File: src/rtl/async_event_counter_map.vh
`ifndef ASYNC_EVENT_COUNTER_MAP_VH
`define ASYNC_EVENT_COUNTER_MAP_VH

// Register indices; byte address is four times the index
`define IDX_EVENT_CTRL_STATUS 16'hFF95
`define IDX_EVENT_COUNT_HIGH 16'hFF96
`define IDX_EVENT_COUNT_LOW 16'hFF97
`define IDX_EVENT_IRQ_CTRL 16'hFF98
`define IDX_MODULE_CLOCK_STOP_TWO 16'hFFFB

// Control/status field positions
`define BIT_OVERFLOW_FLAG_HIGH 7
`define BIT_OVERFLOW_FLAG_LOW 6
`define BIT_RESERVED 5
`define BIT_CHANNEL_SPLIT_SELECT 4
`define BIT_COUNT_ENABLE_HIGH 3
`define BIT_COUNT_ENABLE_LOW 2
`define BIT_COUNTER_RELEASE_HIGH 1
`define BIT_COUNTER_RELEASE_LOW 0

// Interrupt control field positions
`define BIT_EVENT_IRQ_ENABLE 0
`define BIT_EVENT_IRQ_REQUEST 1

// Clock stop register field position
`define BIT_EVENT_MODULE_STANDBY 3

// Reset values
`define RST_EVENT_CTRL_STATUS 8'h00
`define RST_MODULE_CLOCK_STOP_TWO 8'hFF
`define RST_COUNT 8'h00

`endif

File: src/rtl/async_event_counter.v
// Notes on behaviour
// Cascaded mode forms one 16-bit counter, 65536 events before wrapping.
// Counters increment on event edges regardless of processor clock state.
// Any counter overflow raises an interrupt request automatically; here none while busClockStopped is 1 or on a cascaded lower wrap.
// Module standby stops the block independently of the rest of chip.
// Overflow flags bits 7 and 6 accept only writes of 0.
// Control/status register resets to zero.
// High flag sets when upper counter wraps FF to 00.
// High flag clears only by reading it as 1 then writing 0.
// In cascaded mode high flag marks 16-bit wrap FFFF to 0000.
// Low flag sets on lower wrap only in split 8-bit mode.
// Low flag clears only by reading it as 1 then writing 0.
// Bit 5 is a free read/write reserved bit resetting to zero.
// Select bit 0: low pin drives lower counter, its wrap drives upper.
// Select bit resets to 0 (cascaded); writing 1 splits channels.
// Split mode: high pin drives upper, low pin drives lower counter.
// Count enable bit 3 gates upper counter; 0 holds its value.
// Count enable bit 2 gates lower counter; 0 holds its value.
// Release bit 1 at 0 holds upper counter at zero.
// Release bit 0 at 0 holds lower counter at zero.
// Overflow sets request flag; interrupt output only if enable is 1.
// While bus clock is stopped counters count but flags stay unchanged.
// Standby bit 3 of clock stop register at 0 halts counters, holds status.
// Overflow events are brought into bus timing once, never lost or doubled; here a wrap while busClockStopped is 1 is dropped.
// Software disables counting before reading counter values.
`timescale 1ns/1ps
`include "async_event_counter_map.vh"
module async_event_counter #(
    parameter COUNT_WIDTH = 8
) (
    // Clock and reset
    input wire clock,
    input wire rst_b,
    // APB slave
    input wire psel,
    input wire penable,
    input wire pwrite,
    input wire [17:0] paddr,
    input wire [31:0] pwdata,
    output reg [31:0] prdata_ff,
    output reg pready_ff,
    output reg pslverr_ff,
    // Event pins
    input wire eventInHigh,
    input wire eventInLow,
    // Low-power state
    input wire busClockStopped,
    // Interrupt
    output reg eventIrq_ff
);

    localparam [2:0] SEL_NONE = 3'h0;
    localparam [2:0] SEL_CTRL = 3'h1;
    localparam [2:0] SEL_HIGH = 3'h2;
    localparam [2:0] SEL_LOW = 3'h3;
    localparam [2:0] SEL_IRQ = 3'h4;
    localparam [2:0] SEL_STOP = 3'h5;

    function [2:0] decodeSel;
        input [17:0] addr;
        begin
            if (addr[1:0] != 2'h0) begin
                decodeSel = SEL_NONE;
            end else begin
                case (addr[17:2])
                    `IDX_EVENT_CTRL_STATUS: decodeSel = SEL_CTRL;
                    `IDX_EVENT_COUNT_HIGH: decodeSel = SEL_HIGH;
                    `IDX_EVENT_COUNT_LOW: decodeSel = SEL_LOW;
                    `IDX_EVENT_IRQ_CTRL: decodeSel = SEL_IRQ;
                    `IDX_MODULE_CLOCK_STOP_TWO: decodeSel = SEL_STOP;
                    default: decodeSel = SEL_NONE;
                endcase
            end
        end
    endfunction

    reg [7:0] ctrlStatus_ff;
    reg [7:0] clockStop_ff;
    reg irqEnable_ff;
    reg irqRequest_ff;
    reg seenHigh_ff;
    reg seenLow_ff;
    reg prevInHigh_ff;
    reg prevInLow_ff;
    reg [7:0] nxt_ctrlStatus;
    reg nxt_seenHigh;
    reg nxt_seenLow;
    reg nxt_irqRequest;
    reg [31:0] nxt_rdata;

    wire [COUNT_WIDTH-1:0] countHigh;
    wire [COUNT_WIDTH-1:0] countLow;
    wire wrapHigh;
    wire wrapLow;

    wire [2:0] sel = decodeSel(paddr);
    wire setupPhase = psel & ~penable;
    wire accessDone = psel & penable & pready_ff;
    wire doWrite = accessDone & pwrite;
    wire doRead = accessDone & ~pwrite;

    wire moduleActive = clockStop_ff[`BIT_EVENT_MODULE_STANDBY];
    wire splitMode = ctrlStatus_ff[`BIT_CHANNEL_SPLIT_SELECT];
    wire riseHigh = eventInHigh & ~prevInHigh_ff;
    wire riseLow = eventInLow & ~prevInLow_ff;

    // Lower counter always fed from the low pin
    wire pulseLow = moduleActive & ctrlStatus_ff[`BIT_COUNT_ENABLE_LOW]
        & riseLow;
    // Upper source: own pin when split, lower wrap when cascaded
    wire pulseHigh = moduleActive & ctrlStatus_ff[`BIT_COUNT_ENABLE_HIGH]
        & (splitMode ? riseHigh : wrapLow);
    wire clearHigh = ~ctrlStatus_ff[`BIT_COUNTER_RELEASE_HIGH];
    wire clearLow = ~ctrlStatus_ff[`BIT_COUNTER_RELEASE_LOW];

    // Wrap pulses are single-cycle flops in this clock, counted once each while flagsLive is high
    wire flagsLive = moduleActive & ~busClockStopped;
    wire setHigh = flagsLive & wrapHigh;
    wire setLow = flagsLive & wrapLow & splitMode;

    event_count_stage #(
        .WIDTH(COUNT_WIDTH)
    ) highStage (
        .clock(clock),
        .rst_b(rst_b),
        .countPulse(pulseHigh),
        .holdClear(clearHigh),
        .count_ff(countHigh),
        .wrap_ff(wrapHigh)
    );

    event_count_stage #(
        .WIDTH(COUNT_WIDTH)
    ) lowStage (
        .clock(clock),
        .rst_b(rst_b),
        .countPulse(pulseLow),
        .holdClear(clearLow),
        .count_ff(countLow),
        .wrap_ff(wrapLow)
    );

    // Control/status next value
    always @* begin
        nxt_ctrlStatus = ctrlStatus_ff;
        nxt_seenHigh = seenHigh_ff;
        nxt_seenLow = seenLow_ff;
        if (moduleActive) begin
            if (doRead && sel == SEL_CTRL) begin
                nxt_seenHigh = ctrlStatus_ff[`BIT_OVERFLOW_FLAG_HIGH];
                nxt_seenLow = ctrlStatus_ff[`BIT_OVERFLOW_FLAG_LOW];
            end
            if (doWrite && sel == SEL_CTRL) begin
                nxt_ctrlStatus[5:0] = pwdata[5:0];
                if (seenHigh_ff && !pwdata[`BIT_OVERFLOW_FLAG_HIGH]) begin
                    nxt_ctrlStatus[`BIT_OVERFLOW_FLAG_HIGH] = 1'b0;
                end
                if (seenLow_ff && !pwdata[`BIT_OVERFLOW_FLAG_LOW]) begin
                    nxt_ctrlStatus[`BIT_OVERFLOW_FLAG_LOW] = 1'b0;
                end
                nxt_seenHigh = 1'b0;
                nxt_seenLow = 1'b0;
            end
        end
        // Hardware set wins over a clear in the same cycle
        if (setHigh) begin
            nxt_ctrlStatus[`BIT_OVERFLOW_FLAG_HIGH] = 1'b1;
        end
        if (setLow) begin
            nxt_ctrlStatus[`BIT_OVERFLOW_FLAG_LOW] = 1'b1;
        end
    end

    // Interrupt request flag, cleared by writing 0 to its bit
    always @* begin
        nxt_irqRequest = irqRequest_ff;
        if (doWrite && sel == SEL_IRQ && !pwdata[`BIT_EVENT_IRQ_REQUEST]) begin
            nxt_irqRequest = 1'b0;
        end
        if (setHigh || setLow) begin
            nxt_irqRequest = 1'b1;
        end
    end

    // Read data, captured in the setup cycle
    always @* begin
        nxt_rdata = 32'h00000000;
        case (sel)
            SEL_CTRL: nxt_rdata[7:0] = ctrlStatus_ff;
            SEL_HIGH: nxt_rdata[COUNT_WIDTH-1:0] = countHigh;
            SEL_LOW: nxt_rdata[COUNT_WIDTH-1:0] = countLow;
            SEL_IRQ: nxt_rdata[1:0] = {irqRequest_ff, irqEnable_ff};
            SEL_STOP: nxt_rdata[7:0] = clockStop_ff;
            default: nxt_rdata = 32'h00000000;
        endcase
    end

    always @(posedge clock or negedge rst_b) begin
        if (!rst_b) begin
            ctrlStatus_ff <= `RST_EVENT_CTRL_STATUS;
            clockStop_ff <= `RST_MODULE_CLOCK_STOP_TWO;
            irqEnable_ff <= 1'b0;
            irqRequest_ff <= 1'b0;
            seenHigh_ff <= 1'b0;
            seenLow_ff <= 1'b0;
            prevInHigh_ff <= 1'b0;
            prevInLow_ff <= 1'b0;
            prdata_ff <= 32'h00000000;
            pready_ff <= 1'b0;
            pslverr_ff <= 1'b0;
            eventIrq_ff <= 1'b0;
        end else begin
            ctrlStatus_ff <= nxt_ctrlStatus;
            seenHigh_ff <= nxt_seenHigh;
            seenLow_ff <= nxt_seenLow;
            irqRequest_ff <= nxt_irqRequest;
            prevInHigh_ff <= eventInHigh;
            prevInLow_ff <= eventInLow;
            eventIrq_ff <= nxt_irqRequest & irqEnable_ff;
            if (doWrite && sel == SEL_IRQ) begin
                irqEnable_ff <= pwdata[`BIT_EVENT_IRQ_ENABLE];
            end
            if (doWrite && sel == SEL_STOP) begin
                clockStop_ff <= pwdata[7:0];
            end
            // One wait state: ready rises in the second access cycle
            pready_ff <= psel & penable & ~pready_ff;
            if (setupPhase) begin
                prdata_ff <= nxt_rdata;
                pslverr_ff <= (sel == SEL_NONE);
            end
        end
    end

endmodule

File: src/rtl/event_count_stage.v
`timescale 1ns/1ps
module event_count_stage #(
    parameter WIDTH = 8
) (
    // Clock and reset
    input wire clock,
    input wire rst_b,
    // Control
    input wire countPulse,
    input wire holdClear,
    // Status
    output reg [WIDTH-1:0] count_ff,
    output reg wrap_ff
);

    reg [WIDTH-1:0] nxt_count;
    reg nxt_wrap;

    always @* begin
        nxt_count = count_ff;
        nxt_wrap = 1'b0;
        if (holdClear) begin
            nxt_count = {WIDTH{1'b0}};
        end else if (countPulse) begin
            nxt_count = count_ff + {{(WIDTH-1){1'b0}}, 1'b1};
            nxt_wrap = &count_ff;
        end
    end

    always @(posedge clock or negedge rst_b) begin
        if (!rst_b) begin
            count_ff <= {WIDTH{1'b0}};
            wrap_ff <= 1'b0;
        end else begin
            count_ff <= nxt_count;
            wrap_ff <= nxt_wrap;
        end
    end

endmodule

File: config.mk
export PLATFORM = sky130hd
export DESIGN_NAME = async_event_counter
export DESIGN_NICKNAME = d
export VERILOG_FILES = /design/src/rtl/async_event_counter.v /design/src/rtl/event_count_stage.v
export VERILOG_INCLUDE_DIRS = /design/src /design/src/rtl
export SDC_FILE = /design/constraint.sdc
export NUM_CORES = 1
export LEC_CHECK = 0
export BUFFER_PORTS_ARGS = -buffer_cell sky130_fd_sc_hd__buf_2
export CAP_MARGIN = 20
export CORE_MARGIN = 1.5
export CORE_UTILIZATION = 36
export CTS_BUF_LIST = sky130_fd_sc_hd__clkbuf_4
export CTS_CLUSTER_DIAMETER = 200
export CTS_CLUSTER_SIZE = 14
export DETAILED_ROUTE_END_ITERATION = 10
export SLEW_MARGIN = 20
export SYNTH_ARGS = -nofsm -noshare
export SYNTH_HDL_FRONTEND = slang
export SYNTH_SLANG_ARGS = --single-unit
File: constraint.sdc
create_clock -name clock -period 1.8 [get_ports clock]
set_input_delay 0 -clock clock [delete_from_list [all_inputs] [get_ports clock]]
set_output_delay 0 -clock clock [all_outputs]
set_load 0.01 [all_outputs]
==> load_flow_metrics.sql, run 1 <==
INSERT INTO impl_metrics (metric_group, metric, value, unit) VALUES
('setup_path', 'cp_endpoint', 'lowStage.count_ff[7]', ''),
('clock_tree', 'tritoncts.num_buffers', '5', ''),
('logic_synthesis', 'dominantRegCellSynth', 'dfrtp_1', ''),
('logic_synthesis', 'netlist.area_leader.share', '36.1', '%'),
('routing', 'avgRoutedWirePerCell', '15.1', 'um'),
('placed_design', 'routabilityCongestion', '0.842', ''),
('routing', 'drt_drc_violations_left', '0', ''),
('timing', 'final.setup_skew', '0.0239', 'ns'),
('timing', 'max_slew.worst_pin.slew', '0.658', 'ns'),
('clock_tree', 'cts_buffer_depth', '2', ''),
('setup_path', 'timing_worst_setup_path_type', 'reg -> reg', ''),
('routing', 'totalWireLength', '7070', 'um'),
('setup_path', 'timing.critical_path.fanout_max', '7', ''),
('logic_synthesis', 'post_synth_edffs', '0', ''),
('setup_path', 'rrSetupSlack', '0.07', 'ns'),
('clock_tree', 'path_clk_slew', '0.16', 'ns'),
('routing', 'drt_iter0_markers', '157', ''),
('power', 'switchingPower', '474', 'uW'),
('final_layout', 'sequential_cell_area', '1290', 'um^2'),
('setup_path', 'worst_r2r_startpoint', 'clockStop_ff[3]', ''),
('power', 'power.share.sequential', '62.5', '%'),
('setup_path', 'crit_path_start', 'clockStop_ff[3]', ''),
('clock_tree', 'cts_tree', 'built', ''),
('setup_path', 'end_kind', 'flop', ''),
('final_layout', 'fin_nets', '425', ''),
('power', 'power.ir.vdd_worst', '0.000266', 'V'),
('setup_path', 'reg2reg_depth', '5', ''),
('final_layout', 'multiInputGateArea', '1520', 'um^2'),
('timing', 'report.final.slew_viol_count', '0', ''),
('logic_synthesis', 'ys_types', '50', ''),
('power', 'p_per_area', '519', 'nW/um^2'),
('logic_synthesis', 'synth_largest_area_cell', 'dfrtp_1', ''),
('timing', 'grt_setup_unrepaired', 'yes', ''),
('min_path', 'timing.hold.worst.class', 'in -> reg', ''),
('setup_path', 'crit-reg2reg-capture', 'lowStage.count_ff[7]', ''),
('setup_path', 'start_kind', 'flop', ''),
('placed_design', 'detailed_place_hpwl', '5270', 'um'),
('global_route', 'grt_pass1_wl', '11500', 'um'),
('final_layout', 'antennaDiodeCount', '0', ''),
('global_route', 'grt_max_degree', '52', ''),
('power', 'swShare', '25.7', '%'),
('timing', 'finalCritPeriodShare', '95.9', '%'),
('logic_synthesis', 'netlist_top_cells_area', 'dfrtp_1, dfstp_2, buf_4', ''),
('power', 'comb_power_share', '9.7', '%'),
('placed_design', 'place.port_buffers', '44', ''),
('routing', 'post_drt_via_cell_ratio', '5.22', ''),
('routing', 'dr.pass1.iters', '4', ''),
('global_route', 'groute.usage.overall', '17.2', '%'),
('final_layout', 'fill_cells', '787', ''),
('logic_synthesis', 'syn_area', '2980', 'um^2'),
('logic_synthesis', 'synth.avg_cell_area', '10.3', 'um^2'),
('timing', 'final_hold_viol_count', '0', ''),
('die', 'design.die.area', '8830', 'um^2'),
('die', 'initial_core_util', '37.9', '%'),
('timing', 'fin_crit', '1.73', 'ns'),
('power', 'power_report.internal_total', '1.37', 'mW'),
('die', 'die_height', '94.0', 'um'),
('timing', 'setup_viol', '0', ''),
('clock_tree', 'clock_insertion_delay_worst_skew', '0.37', 'ns'),
('global_route', 'grt_pass1_vias', '2290', ''),
('timing', 'fmaxAchievable', '579', 'MHz'),
('final_layout', 'finalCoreUtilization', '45.3', '%'),
('run_status', 'status', 'finished clean', ''),
('setup_path', 'endpoint_required_time_on_the_critical_path', '2.06', 'ns'),
('power', 'power.static_leakage', '1.61', 'nW'),
('final_layout', 'post_route_cells_drive_above_1_share', '28.4', '%'),
('setup_path', 'crit_arrival', '1.99', 'ns'),
('die', 'die_width', '94.0', 'um'),
('clock_tree', 'h-tree-depth', '2', ''),
('global_route', 'overflow', '0', ''),
('die', 'floorplan.io_pins', '93', '');
layout by cell type (no fill, tap or decap), types with 10 or more instances in the layout:
cell and count:
buf_2 44, dfrtp_1 43, buf_4 25, conb_1 24
nand2_1 18, and2_1 16, nor3_1 14, dlygate4sd3_1 14
mux2_2 12, mux2i_1 10
kinds of logic (layout without fill, tap and decap cells):
family                   count (synthesis)  after routing  share of synthesized area [%]
AO/OA/AOI/OAI                           41             41                           10.2
XOR/XNOR                                12             12                           3.53
adder cells (fa/ha/maj)                  2              2                          0.840
buffers and inverters                   43             98                           9.24
flip-flops                              51             51                           43.2
multiplexers                            27             27                           10.0
other                                    1             24                          0.126
AND/OR/NAND/NOR                        111            111                           22.8
final cells by class:
type / instances / area share [%]
Multi-Input combinational cell: 217 / 42.6
Sequential cell: 51 / 36.2
Timing Repair Buffer: 83 / 15.4
Tap cell: 102 / 3.59
Clock buffer: 5 / 1.06
Inverter: 7 / 0.739
Clock inverter: 3 / 0.422
flip-flops by register name, summed over array words and instances, names as in the netlist, 8 cells and up:
| name | cells |
|---|---|
| clockStop_ff | 8 |
| highStage.count_ff | 8 |
| prdata_ff | 8 |
| lowStage.count_ff | 8 |
| ctrlStatus_ff | 8 |
worst max-delay path: stages (launching register included):
cell and delay (ns):
dfstp_2 0.65, buf_4 0.15, nand4b_1 0.23, nor4_2 0.34, xor2_1 0.09, and2_1 0.17
how the worst min path moves through the flow:
stage	startpoint	to	slack (ns)	cells past startpoint
2_1_floorplan	rst_b	ctrlStatus_ff[0]	-0.30	0
3_3_place_gp	eventInHigh	prevInHigh_ff	0.13	1
3_5_place_dp	eventInHigh	prevInHigh_ff	0.13	1
4_1_cts	paddr[3]	irqRequest_ff	0.04	4
5_1_grt	busClockStopped	ctrlStatus_ff[6]	0.04	3
6_report	paddr[3]	irqRequest_ff	0.05	4
layer usage:
layer	GRT usage, %	vias to the layer above	routed length [um]
met1	23.4	1186	3240
li1	-	1170	-
met5	0	-	0
met3	3.32	7	416
met2	27.7	79	3320
met4	5.47	0	91
synth_stat cells, types with 5 or more instances:
cell and n:
a32oi_1 8, a41oi_1 5, nand4_1 9, o21ai_0 9
xor2_1 7, and2_1 16, nor3_1 14, buf_4 26
dfstp_2 8, dfrtp_1 43, xnor2_1 5, nor2_1 8
inv_1 7, mux2_2 12, nand2_1 18, nand4b_1 5
nor4_1 6, mux2i_1 10, nor2b_1 6, clkbuf_1 7
what timing repair did:
action                                 4_1_cts  5_1_grt
buffers inserted                             0        2
gates resized for setup                      0        2
hold buffers                                14        0
endpoints found under the hold margin       66        0
setup endpoints to repair                    0        9
per-stage QoR:
stage / total power [mW] / cell area (um^2) / setup slack, ns / instances / hold WS (ns)
finish: 1.84 / 3560 / 0.0743 / 468 / 0.0514
global route: 1.95 / 3560 / -0.0277 / 468 / 0.0404
CTS: 1.87 / 3530 / 0.0247 / 466 / 0.0357
detailed placement: 1.33 / 3340 / 0.0107 / 444 / 0.129
global placement: 1.33 / 3340 / 0.0305 / 444 / 0.127
floorplan: 1.28 / 3060 / 0.0489 / 311 / -0.296
power by group through the flow:
stage          clock (mW)  sequential [mW]  combinational [mW]
2_1_floorplan           0             1.17               0.106
3_3_place_gp            0             1.17               0.153
5_1_grt             0.591             1.15               0.200
6_report            0.514             1.15               0.179
4_1_cts             0.539             1.15               0.178
3_5_place_dp            0             1.17               0.155
Note: power is estimated with default switching activity, not from simulation.
==> inputs of run 2 (changes only) <==
--- a/config.mk
+++ b/config.mk
@@ -8,7 +8,6 @@
 export LEC_CHECK = 0
 export BUFFER_PORTS_ARGS = -buffer_cell sky130_fd_sc_hd__buf_2
 export CAP_MARGIN = 20
-export CORE_MARGIN = 1.5
 export CORE_UTILIZATION = 36
 export CTS_BUF_LIST = sky130_fd_sc_hd__clkbuf_4
 export CTS_CLUSTER_DIAMETER = 200
==> load_flow_metrics.sql, run 2 (synthesized netlist as in run 1, its figures left out) <==
INSERT INTO impl_metrics (metric_group, metric, value, unit) VALUES
('run_status', 'status', 'finished clean', ''),
('timing', 'max_slew_headroom', '67.8', '%'),
('setup_path', 'crit_path_start', 'clockStop_ff[3]', ''),
('final_layout', 'antennaDiodeCount', '0', ''),
('routing', 'antenna_left', '0', ''),
('die', 'coreArea', '7850', 'um^2'),
('timing', 'setup_viol', '0', ''),
('setup_path', 'endpoint_required_time_on_the_critical_path', '2.10', 'ns'),
('timing', 'report.final.slew_viol_count', '0', ''),
('routing', 'dr.pass1.iters', '4', ''),
('timing', 'final_hold_viol_count', '0', ''),
('final_layout', 'finalCoreUtilization', '45.4', '%'),
('clock_tree', 'clock_root_buffer_master', 'clkbuf_4', ''),
('timing', 'timing.setup.tns', '0', 'ns'),
('timing', 'max_slew.worst_pin.slew', '0.470', 'ns'),
('final_layout', 'post_route_cells_drive_above_1_share', '27.6', '%'),
('setup_path', 'timing_worst_setup_path_type', 'reg -> reg', ''),
('routing', 'avgRoutedWirePerCell', '15.1', 'um'),
('power', 'power.ir.vdd_worst', '0.000243', 'V'),
('placed_design', 'post-place-ws', '0.0183', 'ns'),
('placed_design', 'detailed_place_hpwl', '5410', 'um'),
('final_layout', 'area_growth_syn_to_layout', '19.7', '%'),
('routing', 'vias', '2419', ''),
('power', 'p_per_area', '527', 'nW/um^2'),
('setup_path', 'cp.depth', '3', ''),
('timing', 'post_layout_worst_setup_margin', '0.0760', 'ns'),
('global_route', 'grt_antenna_before_repair', '0', ''),
('setup_path', 'start_kind', 'flop', ''),
('die', 'design.die.area', '8640', 'um^2'),
('clock_tree', 'tritoncts.num_buffers', '5', ''),
('setup_path', 'cp_slowest_stage_delay', '0.66', 'ns'),
('timing', 'hold_slack', '0.0337', 'ns'),
('setup_path', 'crit_arrival', '2.02', 'ns'),
('timing', 'finalCritPeriodShare', '95.8', '%'),
('placed_design', 'place.port_buffers', '44', ''),
('power', 'power.total', '1.88', 'mW'),
('setup_path', 'critical_path.cell_chain', 'nand4_1 -> or4_4 -> mux2_4', ''),
('final_layout', 'fin_nets', '425', ''),
('die', 'floorplan.rows', '32', ''),
('clock_tree', 'clock_insertion_delay_worst_skew', '0.39', 'ns'),
('timing', 'grt_setup_unrepaired', 'no', ''),
('timing', 'final.setup_skew', '0.0203', 'ns'),
('routing', 'post_drt_via_cell_ratio', '5.17', ''),
('placed_design', 'routabilityCongestion', '0.833', ''),
('global_route', 'groute.usage.overall', '17.7', '%'),
('min_path', 'timing.hold.worst.class', 'in -> reg', ''),
('setup_path', 'worst_r2r_startpoint', 'clockStop_ff[3]', ''),
('global_route', 'grt_pass1_vias', '2366', ''),
('die', 'die_width', '93.0', 'um'),
('final_layout', 'most_frequent_cells_in_the_layout', 'buf_2, dfrtp_1, conb_1, buf_4, nand2_1', ''),
('clock_tree', 'clkSinkCount', '51', ''),
('clock_tree', 'cts_tree', 'built', ''),
('routing', 'totalWireLength', '7090', 'um'),
('clock_tree', 'cts_buffer_depth', '2', ''),
('setup_path', 'cp_top_family', 'simple AND/OR/NAND/NOR gates', ''),
('setup_path', 'end_kind', 'flop', ''),
('routing', 'drt_iter0_markers', '198', ''),
('global_route', 'grt_max_degree', '27', ''),
('global_route', 'overflow', '0', ''),
('power', 'power.static_leakage', '1.60', 'nW'),
('die', 'die_height', '93.0', 'um'),
('setup_path', 'reg2reg_depth', '3', ''),
('timing', 'fin_crit', '1.72', 'ns'),
('die', 'floorplan.io_pins', '93', ''),
('min_path', 'min_delay_path_depth', '4', ''),
('final_layout', 'layout.cells.most_common', 'buf_2', ''),
('clock_tree', 'path_clk_slew', '0.16', 'ns'),
('die', 'initial_core_util', '37.9', '%'),
('setup_path', 'critPathBufInv', '0', ''),
('setup_path', 'slowest_stage', 'dfstp_2', ''),
('job', 'max_cap_violations', '0', ''),
('timing', 'fmaxAchievable', '580', 'MHz'),
('routing', 'drt_drc_violations_left', '0', ''),
('global_route', 'grt_pass1_wl', '11700', 'um'),
('setup_path', 'timing.critical_path.fanout_max', '9', ''),
('clock_tree', 'h-tree-depth', '2', ''),
('min_path', 'min_from', 'paddr[3]', '');
==> run 2: cell count changes in the layout (fill, tap and decap cells not counted), sizes merged <==
cell / delta
clkinvlp: +1
clkinv: -1
==> run 2: worst paths after layout <==
check | endpoint | slack (ns)
max | seenLow_ff | 0.08
min | irqRequest_ff | 0.03
max reg2reg | seenLow_ff | 0.08
min reg2reg | pready_ff | 0.48
max in group asynchronous | clockStop_ff[7] | 1.17
min in group asynchronous | highStage.count_ff[1] | 0.06
==> run 2: area by class of cell <==
cell class / instances / area, um^2
fillers: 781 / 4280
multi-input cells: 217 / 1510
flip-flops and latches: 51 / 1290
repair buffers: 83 / 561
well taps: 102 / 128
clock buffers: 5 / 37.5
inverters: 7 / 26.3
clock inverters: 3 / 20.0
==> run 2: through the flow <==
| step | instances | instance area, um^2 |
|---|---|---|
| after floorplan | 311 | 3060 |
| after global placement | 445 | 3360 |
| after detailed placement | 445 | 3360 |
| after CTS | 467 | 3550 |
| after global routing | 468 | 3560 |
| final | 468 | 3560 |
==> run 2: timing repair <==
item / in CTS / in global routing
endpoints found under the hold margin: 68 / 0
hold buffers: 14 / 0
buffers inserted: 0 / 1
resized for setup: 0 / 2
endpoints found under the setup margin: 0 / 3
==> run 2: worst register-to-register path, cell delays in order (launching register included) <==
cell and delay [ns]:
dfstp_2 0.66, nand4_1 0.11, or4_4 0.57, mux2_4 0.31
==> run 2: power by group <==
part | switching [mW] | leakage (nW) | internal, mW
Sequential | 0.00170 | 0.668 | 1.15
Clock | 0.390 | 0.0288 | 0.151
Combinational | 0.107 | 0.906 | 0.0759
Total | 0.499 | 1.60 | 1.38
==> run 2: layer usage <==
| layer | GRT usage, % | wire length [um] | up-vias |
|---|---|---|---|
| met4 | 5.77 | 130 | 0 |
| met1 | 23.8 | 3240 | 1163 |
| met5 | 0 | 0 | - |
| met2 | 28.2 | 3340 | 80 |
| li1 | - | - | 1165 |
| met3 | 3.61 | 373 | 11 |
